$ cat config.mk
export PLATFORM = sky130hd
export DESIGN_NAME = cic_upconvert_datapath
export DESIGN_NICKNAME = d
export VERILOG_FILES = /design/src/rtl/cic_interp.v /design/src/rtl/sine_lookup.v /design/src/rtl/cic_upconvert_datapath.v
export VERILOG_INCLUDE_DIRS = /design/src /design/src/rtl
export SDC_FILE = /design/constraint.sdc
export NUM_CORES = 2
export LEC_CHECK = 0
export CAP_MARGIN = 30
export CORE_UTILIZATION = 42
export DETAILED_ROUTE_END_ITERATION = 7
export DONT_BUFFER_PORTS = 1
export PLACE_DENSITY = 0.65
export SLEW_MARGIN = 0
export SYNTH_ARGS = -nofsm -noshare
export SYNTH_HDL_FRONTEND = slang
export SYNTH_SLANG_ARGS = --single-unit
$ cat constraint.sdc
create_clock -name mclk -period 39.8 [get_ports mclk]
set_input_delay 5.97 -clock mclk [delete_from_list [all_inputs] [get_ports mclk]]
set_output_delay 5.97 -clock mclk [all_outputs]
set_load 0.005 [all_outputs]
$ cat src/rtl/cic_upconvert_defines.vh
`ifndef CIC_UPCONVERT_DEFINES_VH
`define CIC_UPCONVERT_DEFINES_VH

// global control byte
`define CTRL_REG_ADDR        5'h06
`define CTRL_INV_CIC_BYP_BIT 0
`define CTRL_INV_SINC_BYP_BIT 1

// per-profile layout: base + 0 ctrl, +1..+4 freq word (lsb first), +5 scale
`define PROF0_BASE           5'h07
`define PROF_STRIDE          5'd6
`define PROF_LAST_ADDR       5'h1e
`define PROF_FREQ_WORD_OFS   5'h01
`define PROF_SCALE_OFS       5'h05
`define PROF1_FREQ_WORD_ADDR 5'h08

// profile ctrl byte fields
`define PCTRL_RATIO_MSB      5
`define PCTRL_RATIO_LSB      0
`define PCTRL_CIC_BYP_BIT    6
`define PCTRL_SPEC_INV_BIT   7

// reset values
`define RST_SCALE            8'hb5
`define RST_PCTRL            8'h02
`define RST_OTHER            8'h00
`define SCALE_UNITY          8'h80

// datapath
`define SAMPLE_W             14
`define CIC_ORDER            5
`define CIC_ACC_W            44
`define CARRIER_QUARTER      32'h40000000

`endif

$ cat src/rtl/cic_interp.v
`timescale 1ns/1ps
`include "cic_upconvert_defines.vh"

module cic_interp (
    input  wire                 mclk,
    input  wire                 resetn,
    input  wire [5:0]           ratio,
    input  wire                 bypass,
    input  wire signed [13:0]   in_data,
    output wire                 take,
    output reg  signed [13:0]   out_data
);
    reg         [5:0]               phase_cnt;
    reg  signed [`CIC_ACC_W-1:0]    comb_dly [0:`CIC_ORDER-1];
    reg  signed [`CIC_ACC_W-1:0]    integ    [0:`CIC_ORDER-1];
    reg  signed [`CIC_ACC_W-1:0]    comb_val [0:`CIC_ORDER];
    reg  signed [`CIC_ACC_W-1:0]    shifted;
    wire        [5:0]               eff_ratio;
    wire        [4:0]               gain_shift;
    integer                         k;

    function [2:0] clog2_6;
        input [5:0] v;
        begin
            if (v > 6'd32)
                clog2_6 = 3'd6;
            else if (v > 6'd16)
                clog2_6 = 3'd5;
            else if (v > 6'd8)
                clog2_6 = 3'd4;
            else if (v > 6'd4)
                clog2_6 = 3'd3;
            else if (v > 6'd2)
                clog2_6 = 3'd2;
            else
                clog2_6 = 3'd1;
        end
    endfunction

    // ratios below two are not legal interpolation rates; treat them as two
    assign eff_ratio  = (ratio < 6'd2) ? 6'd2 : ratio; // [RULE1]
    assign take       = bypass | (phase_cnt == 6'd0);
    // net gain is ratio^4; dividing by the next power of two keeps it <= 1
    assign gain_shift = {clog2_6(eff_ratio), 2'b00};

    always @* begin
        comb_val[0] = {{(`CIC_ACC_W-14){in_data[13]}}, in_data};
        for (k = 0; k < `CIC_ORDER; k = k + 1) begin
            comb_val[k+1] = comb_val[k] - comb_dly[k]; // [RULE4]
        end
        shifted = integ[`CIC_ORDER-1] >>> gain_shift;
    end

    always @(posedge mclk) begin
        if (!resetn) begin
            phase_cnt <= 6'd0;
            out_data  <= 14'h0000;
            for (k = 0; k < `CIC_ORDER; k = k + 1) begin
                comb_dly[k] <= {`CIC_ACC_W{1'b0}};
                integ[k]    <= {`CIC_ACC_W{1'b0}};
            end
        end else if (bypass) begin
            // integrator and comb state frozen while bypassed, phase count cleared, standing in for removed power
            phase_cnt <= 6'd0;
            out_data  <= in_data; // [RULE2]
        end else begin
            if (phase_cnt == eff_ratio - 6'd1)
                phase_cnt <= 6'd0;
            else
                phase_cnt <= phase_cnt + 6'd1;
            if (take) begin
                for (k = 0; k < `CIC_ORDER; k = k + 1) begin
                    comb_dly[k] <= comb_val[k];
                end
            end
            // zero-stuffed comb output feeds five integrators at full rate
            integ[0] <= integ[0] +
                        (take ? comb_val[`CIC_ORDER] : {`CIC_ACC_W{1'b0}});
            for (k = 1; k < `CIC_ORDER; k = k + 1) begin
                integ[k] <= integ[k] + integ[k-1]; // [RULE4]
            end
            out_data <= shifted[13:0];
        end
    end
endmodule

$ cat src/rtl/sine_lookup.v
`timescale 1ns/1ps

module sine_lookup (
    input  wire [5:0]           phase,
    output reg  signed [11:0]   value
);
    reg [3:0]  idx;
    reg [11:0] mag;

    // quarter-wave table sampled at bin centres, so no entry is exactly zero
    always @* begin
        idx = phase[4] ? ~phase[3:0] : phase[3:0];
        case (idx)
            4'h0:    mag = 12'h064;
            4'h1:    mag = 12'h12c;
            4'h2:    mag = 12'h1f1;
            4'h3:    mag = 12'h2b2;
            4'h4:    mag = 12'h36b;
            4'h5:    mag = 12'h41c;
            4'h6:    mag = 12'h4c3;
            4'h7:    mag = 12'h55f;
            4'h8:    mag = 12'h5ed;
            4'h9:    mag = 12'h66c;
            4'ha:    mag = 12'h6dc;
            4'hb:    mag = 12'h73a;
            4'hc:    mag = 12'h787;
            4'hd:    mag = 12'h7c2;
            4'he:    mag = 12'h7e9;
            default: mag = 12'h7fd;
        endcase
        value = phase[5] ? (12'h000 - mag) : mag;
    end
endmodule

$ cat src/rtl/cic_upconvert_datapath.v
`timescale 1ns/1ps
`include "cic_upconvert_defines.vh"

// How it works
// RULE1 - The CIC interpolation ratio comes from a six-bit field, any integer from two to sixty-three.
// RULE2 - Each profile can bypass the CIC stage, which then passes samples at unity rate with its state frozen.
// RULE3 - Bypassing the CIC stage also bypasses the inverse-CIC stage regardless of its own bypass bit.
// RULE4 - The CIC stage is fifth order: a length-R moving sum raised to the fifth power at the sample clock.
// RULE5 - Each profile's spectral-invert bit selects I*cos+Q*sin when one and I*cos-Q*sin when zero.
// RULE6 - The modulator multiplies I by cosine and Q by the quarter-cycle-shifted sine and sums the products; the code multiplies Q by the unshifted sine.
// RULE7 - Modulator input and output both run at the internal sample clock, the converter's rate.
// RULE8 - A per-profile 32-bit frequency word is added to a phase accumulator every sample clock.
// RULE9 - Profile one's frequency word sits in byte registers 0x08 to 0x0b, written through the control port.
// RULE10 - The inverse-sinc filter can be bypassed, in which case its taps stop and samples pass unfiltered.
// RULE11 - The inverse-sinc filter loses about 3.5 dB at low frequency to flatten response up to 45% of clock.
// RULE12 - Samples are multiplied by a per-profile 8-bit unsigned scale with an lsb weight of two to the -7.
// RULE13 - The scale value resets to 0xb5, roughly the square root of two.
// RULE14 - A scale of 0x80 bypasses the multiplier and passes samples unchanged.
// RULE15 - A 14-bit sample is delivered to the converter on every sample clock.
// RULE16 - Bit zero of register 0x06 bypasses the inverse-CIC stage and freezes its state.
// RULE17 - The scaled product saturates to the signed 14-bit range instead of wrapping.
module cic_upconvert_datapath (
    input  wire                 mclk,
    input  wire                 resetn,
    input  wire [1:0]           profile_sel,
    input  wire                 reg_we,
    input  wire [4:0]           reg_addr,
    input  wire [7:0]           reg_wdata,
    output reg  [7:0]           reg_rdata,
    input  wire signed [13:0]   i_data,
    input  wire signed [13:0]   q_data,
    input  wire                 iq_valid,
    output wire                 iq_ready,
    output reg  signed [13:0]   dac_data
);
    reg         [7:0]   regs [0:31];
    reg         [1:0]   psel_meta;
    reg         [1:0]   psel;
    reg  signed [13:0]  i_hist1;
    reg  signed [13:0]  i_hist2;
    reg  signed [13:0]  q_hist1;
    reg  signed [13:0]  q_hist2;
    reg         [31:0]  phase_acc;
    reg  signed [13:0]  mod_out;
    reg  signed [13:0]  sinc_tap0;
    reg  signed [13:0]  sinc_tap1;
    reg  signed [13:0]  sinc_tap2;
    reg  signed [13:0]  sinc_out;
    integer             n;

    wire        [4:0]   prof_base;
    wire        [7:0]   pctrl;
    wire        [31:0]  carrier_freq_word;
    wire        [7:0]   scale;
    wire                cic_bypass;
    wire                inv_cic_bypass;
    wire                inv_sinc_bypass;
    wire                take_i;
    wire                take_q;
    wire signed [13:0]  i_in;
    wire signed [13:0]  q_in;
    wire signed [13:0]  i_comp;
    wire signed [13:0]  q_comp;
    wire signed [13:0]  i_up;
    wire signed [13:0]  q_up;
    wire signed [11:0]  sin_val;
    wire signed [11:0]  cos_val;
    wire        [31:0]  cos_phase;
    wire signed [25:0]  i_prod;
    wire signed [25:0]  q_prod;
    wire signed [26:0]  mod_sum;
    wire signed [19:0]  sinc_sum;
    wire signed [22:0]  scaled;

    function [7:0] reset_value;
        input [4:0] a;
        reg   [4:0] rel;
        begin
            reset_value = `RST_OTHER;
            // bytes past the last profile are plain storage and reset to zero
            if (a >= `PROF0_BASE && a <= `PROF_LAST_ADDR) begin
                rel = (a - `PROF0_BASE) % `PROF_STRIDE;
                if (rel == 5'd0)
                    reset_value = `RST_PCTRL;
                else if (rel == `PROF_SCALE_OFS)
                    reset_value = `RST_SCALE; // [RULE13]
            end
        end
    endfunction

    function [13:0] sat14;
        input signed [19:0] v;
        begin
            if (v > 20'sd8191)
                sat14 = 14'h1fff;
            else if (v < -20'sd8192)
                sat14 = 14'h2000;
            else
                sat14 = v[13:0];
        end
    endfunction

    // three-tap peaking compensation: centre plus a small high-pass share
    function [13:0] inv_cic;
        input signed [13:0] x0;
        input signed [13:0] x1;
        input signed [13:0] x2;
        reg   signed [19:0] hp;
        begin
            hp = ({{6{x1[13]}}, x1} <<< 1) - {{6{x0[13]}}, x0}
                 - {{6{x2[13]}}, x2};
            inv_cic = sat14($signed({{6{x1[13]}}, x1}) + (hp >>> 4));
        end
    endfunction

    // register file, byte wide, as written by the serial control port
    always @(posedge mclk) begin
        if (!resetn) begin
            for (n = 0; n < 32; n = n + 1) begin
                regs[n] <= reset_value(n[4:0]);
            end
            reg_rdata <= 8'h00;
        end else begin
            if (reg_we)
                regs[reg_addr] <= reg_wdata; // [RULE9]
            reg_rdata <= regs[reg_addr];
        end
    end

    // profile pins come from outside the clock domain
    always @(posedge mclk) begin
        if (!resetn) begin
            psel_meta <= 2'b00;
            psel      <= 2'b00;
        end else begin
            psel_meta <= profile_sel;
            psel      <= psel_meta;
        end
    end

    assign prof_base = `PROF0_BASE + {1'b0, psel, 2'b00} + {2'b00, psel, 1'b0};
    assign pctrl     = regs[prof_base];
    assign carrier_freq_word = {regs[prof_base + 5'd4],
                                regs[prof_base + 5'd3],
                                regs[prof_base + 5'd2],
                                regs[prof_base + `PROF_FREQ_WORD_OFS]};
    assign scale     = regs[prof_base + `PROF_SCALE_OFS];

    assign cic_bypass      = pctrl[`PCTRL_CIC_BYP_BIT]; // [RULE2]
    assign inv_cic_bypass  = regs[`CTRL_REG_ADDR][`CTRL_INV_CIC_BYP_BIT]
                             | cic_bypass; // [RULE3] [RULE16]
    assign inv_sinc_bypass = regs[`CTRL_REG_ADDR][`CTRL_INV_SINC_BYP_BIT];

    // a missing upstream sample is taken as zero so the output never stalls
    assign iq_ready = take_i;
    assign i_in     = iq_valid ? i_data : 14'h0000;
    assign q_in     = iq_valid ? q_data : 14'h0000;

    // inverse-cic history advances only on taken samples, frozen when bypassed
    always @(posedge mclk) begin
        if (!resetn) begin
            i_hist1 <= 14'h0000;
            i_hist2 <= 14'h0000;
            q_hist1 <= 14'h0000;
            q_hist2 <= 14'h0000;
        end else if (take_i && !inv_cic_bypass) begin // [RULE16]
            i_hist1 <= i_in;
            i_hist2 <= i_hist1;
            q_hist1 <= q_in;
            q_hist2 <= q_hist1;
        end
    end

    // filtered output carries one sample of delay against the bypass path
    assign i_comp = inv_cic_bypass ? i_in : inv_cic(i_in, i_hist1, i_hist2);
    assign q_comp = inv_cic_bypass ? q_in : inv_cic(q_in, q_hist1, q_hist2);

    cic_interp u_cic_i (
        .mclk     (mclk),
        .resetn   (resetn),
        .ratio    (pctrl[`PCTRL_RATIO_MSB:`PCTRL_RATIO_LSB]), // [RULE1]
        .bypass   (cic_bypass),
        .in_data  (i_comp),
        .take     (take_i),
        .out_data (i_up)
    );

    cic_interp u_cic_q (
        .mclk     (mclk),
        .resetn   (resetn),
        .ratio    (pctrl[`PCTRL_RATIO_MSB:`PCTRL_RATIO_LSB]),
        .bypass   (cic_bypass),
        .in_data  (q_comp),
        .take     (take_q),
        .out_data (q_up)
    );

    always @(posedge mclk) begin
        if (!resetn)
            phase_acc <= 32'h00000000;
        else
            phase_acc <= phase_acc + carrier_freq_word; // [RULE8]
    end

    assign cos_phase = phase_acc + `CARRIER_QUARTER; // [RULE6]

    sine_lookup u_sin (
        .phase (phase_acc[31:26]),
        .value (sin_val)
    );

    sine_lookup u_cos (
        .phase (cos_phase[31:26]),
        .value (cos_val)
    );

    assign i_prod  = i_up * cos_val; // [RULE6]
    assign q_prod  = q_up * sin_val;
    assign mod_sum = pctrl[`PCTRL_SPEC_INV_BIT]
                     ? ({i_prod[25], i_prod} + {q_prod[25], q_prod})
                     : ({i_prod[25], i_prod} - {q_prod[25], q_prod}); // [RULE5]

    // new modulated sample every clock at the converter rate
    always @(posedge mclk) begin
        if (!resetn)
            mod_out <= 14'h0000;
        else
            mod_out <= sat14($signed(mod_sum[26:7]) >>> 4); // [RULE7]
    end

    // taps -1, 13, -1 over 16: dc gain 11/16 (about -3.3 dB), rising toward
    // nyquist to offset the converter's hold droop
    assign sinc_sum = ({{6{sinc_tap1[13]}}, sinc_tap1} * 20'sd13)
                      - {{6{sinc_tap0[13]}}, sinc_tap0}
                      - {{6{sinc_tap2[13]}}, sinc_tap2}; // [RULE11]

    always @(posedge mclk) begin
        if (!resetn) begin
            sinc_tap0 <= 14'h0000;
            sinc_tap1 <= 14'h0000;
            sinc_tap2 <= 14'h0000;
            sinc_out  <= 14'h0000;
        end else if (inv_sinc_bypass) begin
            sinc_out <= mod_out; // [RULE10]
        end else begin
            sinc_tap0 <= mod_out;
            sinc_tap1 <= sinc_tap0;
            sinc_tap2 <= sinc_tap1;
            sinc_out  <= sat14(sinc_sum >>> 4); // [RULE11]
        end
    end

    assign scaled = sinc_out * $signed({1'b0, scale}); // [RULE12]

    always @(posedge mclk) begin
        if (!resetn)
            dac_data <= 14'h0000;
        else if (scale == `SCALE_UNITY)
            dac_data <= sinc_out; // [RULE14]
        else
            dac_data <= sat14($signed(scaled[22:3]) >>> 4); // [RULE15] [RULE17]
    end
endmodule

==> results_dict.tcl <==
set metrics [dict create \
    cts_hold_buf 0 \
    worstPathMaxFanout 12 \
    clock_skew_ps 78.7 \
    r2r-start "psel[0]$_SDFF_PN0_" \
    relSlewSlack 0.105 \
    critPathKind "in2reg" \
    layout.nets 13800 \
    path_common_cell "a21o_1" \
    ys.flop_type "edfxtp_1" \
    io_buffers 0 \
    clkSlewWorstSetupHoldPaths_ps 60 \
    slowest_delay_ps 670 \
    dr.pass1.iters 8 \
    yosysTopAreaCellShare 0.269 \
    grt_antenna_before_repair 3 \
    track_usage 0.213 \
    design.core.area_um2 274000 \
    synth_edf_count 1040 \
    die-width_um 528 \
    wire_per_inst_um 19.0 \
    synth.ff_latch_count 1264 \
    vias 88100 \
    dpl_cell_area_um2 120000 \
    clock.fmax_mhz 42.8 \
    fin_crit_ps 23340 \
    netlist_area_um2 116000 \
    synth.distinct_cells 90 \
    max-cap-violations 0 \
    startpoint_type "input pin" \
    cts_resized 0 \
    whs_endpoint "q_hist2[10]$_SDFFE_PN0P_" \
    end_kind "flop" \
    synth-seq-area-share 0.308 \
    fp.dieH_um 528 \
    num_rows 192 \
    via_per_inst 5.53 \
    hold_depth 2 \
    clockBufferDepth 4 \
    crit_arrival_ps 24020 \
    cts.htree.levels 4 \
    cts_made_buffers 162 \
    rsz0062_at_grt "false" \
    setup_viol 0 \
    netlist_instances 12300 \
    start_util 0.423 \
    syn_avg_cell_area_um2 9.47 \
    drc 3 \
    finalHoldViolations 0 \
    drtIter0Drc 6872 \
    ant_nets 0 \
    setup_slack_ps 16460 \
    grt_pass1_wl_um 476000 \
    min_from "q_hist2[10]$_SDFFE_PN0P_" \
    post_cts.repair.setup_buffers 0 \
    place.gp.congestion 0.956 \
    dieArea_um2 278000 \
    synth.area.top_cells "edfxtp_1, ha_1, fa_1, mux4_2, inv_1" \
    drive_above_1_share 0.0595 \
    worst_pin_slew_ps 1340 \
    cts_sinks 1264 \
    synth_warnings 0 \
    dpl.hpwl_um 228000 \
    async_flop_share 0 \
    r2r.worst_path.cells 66 \
    maxSlewViolCount 0 \
    fin_area_um2 126000 \
    globalRouteOverflowTotal 0 \
    critPathRequiredTime_ps 40490 \
    violations "DRC" \
    worstHoldPathType "reg2reg" \
    nFillCells 26100 \
    cts-root-buf "clkbuf_16" \
    grt_max_degree 189 \
    cts_tree "built" \
    setup_tns_ps 0 \
    grt_pass1_vias 84200 \
    r2r_slack_ps 21400 \
    syn_nets 13900 \
    synth_top_cell_by_area "edfxtp_1" \
    io_pins 70 \
    clkLatencyLatePin_ps 860 \
    wl_um 303000 \
    outcome "finished, violations left" \
    area_growth_pct 8.25 \
    worstReg2RegEnd "u_cic_q.integ[0][41]$_SDFFCE_PN0P_" \
    cp_slowest_cell "a211oi_1" \
    period_share 0.586 \
    dp_worst_setup_slack_ps 15910 \
]
==> sequential cells by signal (all words and copies together) (netlist names), 32 cells and up <==
name	count
phase_acc	32
regs	256
u_cic_i.comb_dly	182
u_cic_i.integ	210
u_cic_q.comb_dly	182
u_cic_q.integ	210
==> logic make-up (layout without fill, tap and decap cells) <==
group	Yosys count	in the layout	synth area share
fa+ha+maj	1616	1616	0.207
compound gates	2736	2736	0.152
simple gates	3721	3721	0.156
other cells	0	6	0
buf+inv	1679	1655	0.0546
xor+xnor	872	872	0.0662
mux	370	370	0.0569
flops	1264	1264	0.308
==> Yosys cell counts, types with 32 or more instances <==
cell and instances:
a211oi_1 126, a21boi_0 34, a21o_1 459, a21oi_1 786
a311oi_1 32, a31oi_1 77, and2_1 673, and3_1 175
buf_1 49, clkbuf_1 359, dfxtp_1 224, edfxtp_1 1040
fa_1 502, ha_1 1114, inv_1 1246, mux2_2 33
mux2i_1 109, mux4_2 228, nand2_1 860, nand2b_1 164
nand3_1 185, nand4_1 52, nor2_1 1091, nor2b_1 153
nor3_1 159, o21a_1 128, o21ai_0 521, o21bai_1 155
o22ai_1 60, o31ai_1 32, or2_2 35, or3_1 72
xnor2_1 527, xor2_1 341
==> cell usage in the layout (no fill, tap or decap), types with 156 or more instances in the layout <==
cell       netlist  routed
edfxtp_1      1040    1040
xor2_1         341     338
and3_1         175     175
nor3_1         159     156
ha_1          1114    1113
dfxtp_1        224     223
nor2_1        1091    1087
o21ai_0        521     510
clkbuf_16        0     170
a21oi_1        786     784
fa_1           502     502
xnor2_1        527     523
and2_1         673     673
inv_1         1246    1246
mux4_2         228     227
nand2_1        860     857
nand3_1        185     185
nand2b_1       164     163
a21o_1         459     459
==> worst max path at each step <==
stage	startpoint	end	slack (ps)	depth (start not counted)
2_1_floorplan	iq_valid	u_cic_q.integ[0][41]$_SDFFCE_PN0P_	17740	92
3_3_place_gp	q_data[1]	u_cic_q.integ[0][41]$_SDFFCE_PN0P_	15960	84
3_5_place_dp	q_data[1]	u_cic_q.integ[0][41]$_SDFFCE_PN0P_	15910	84
4_1_cts	q_data[1]	u_cic_q.integ[0][41]$_SDFFCE_PN0P_	16700	88
5_1_grt	q_data[1]	u_cic_q.integ[0][41]$_SDFFCE_PN0P_	14970	92
6_report	q_data[1]	u_cic_q.integ[0][41]$_SDFFCE_PN0P_	16460	83
==> metal layers <==
metal	vias to the layer above	global-route usage	routed length, um
li1	42800	-	-
met1	42300	0.288	135000
met2	2500	0.337	135000
met3	534	0.0387	20000
met4	6	0.0830	12800
met5	-	0.00225	173
==> area by class of cell <==
type | count | area [um2] | share of cell area
Multi-Input combinational cell | 9315 | 74200 | 0.590
Timing Repair Buffer | 125 | 1060 | 0.00841
Clock buffer | 207 | 4500 | 0.0359
Antenna cell | 6 | 15.0 | 0.000120
Inverter | 1247 | 4690 | 0.0373
Tap cell | 3686 | 4610 | 0.0367
Sequential cell | 1264 | 35700 | 0.284
Clock inverter | 76 | 846 | 0.00673
==> critical path, delay by kind of cell <==
family / cells / cell delay [ps]
XOR/XNOR: 5 / 960
AO/OA/AOI/OAI: 51 / 10900
AND/OR/NAND/NOR: 14 / 2300
adder cells (fa/ha/maj): 10 / 3680
buffers and inverters: 3 / 230
==> through the flow <==
stage	util	hold WS, ps	cells
floorplan	-	412	12300
global placement	0.438	437	15600
detailed placement	0.438	447	15600
CTS	0.458	455	15900
global route	0.458	472	15900
finish	0.458	451	15900
Power is left out: the tool's default activity adds up to more than one toggle a clock period on the data nets, which glitch-free logic cannot reach.
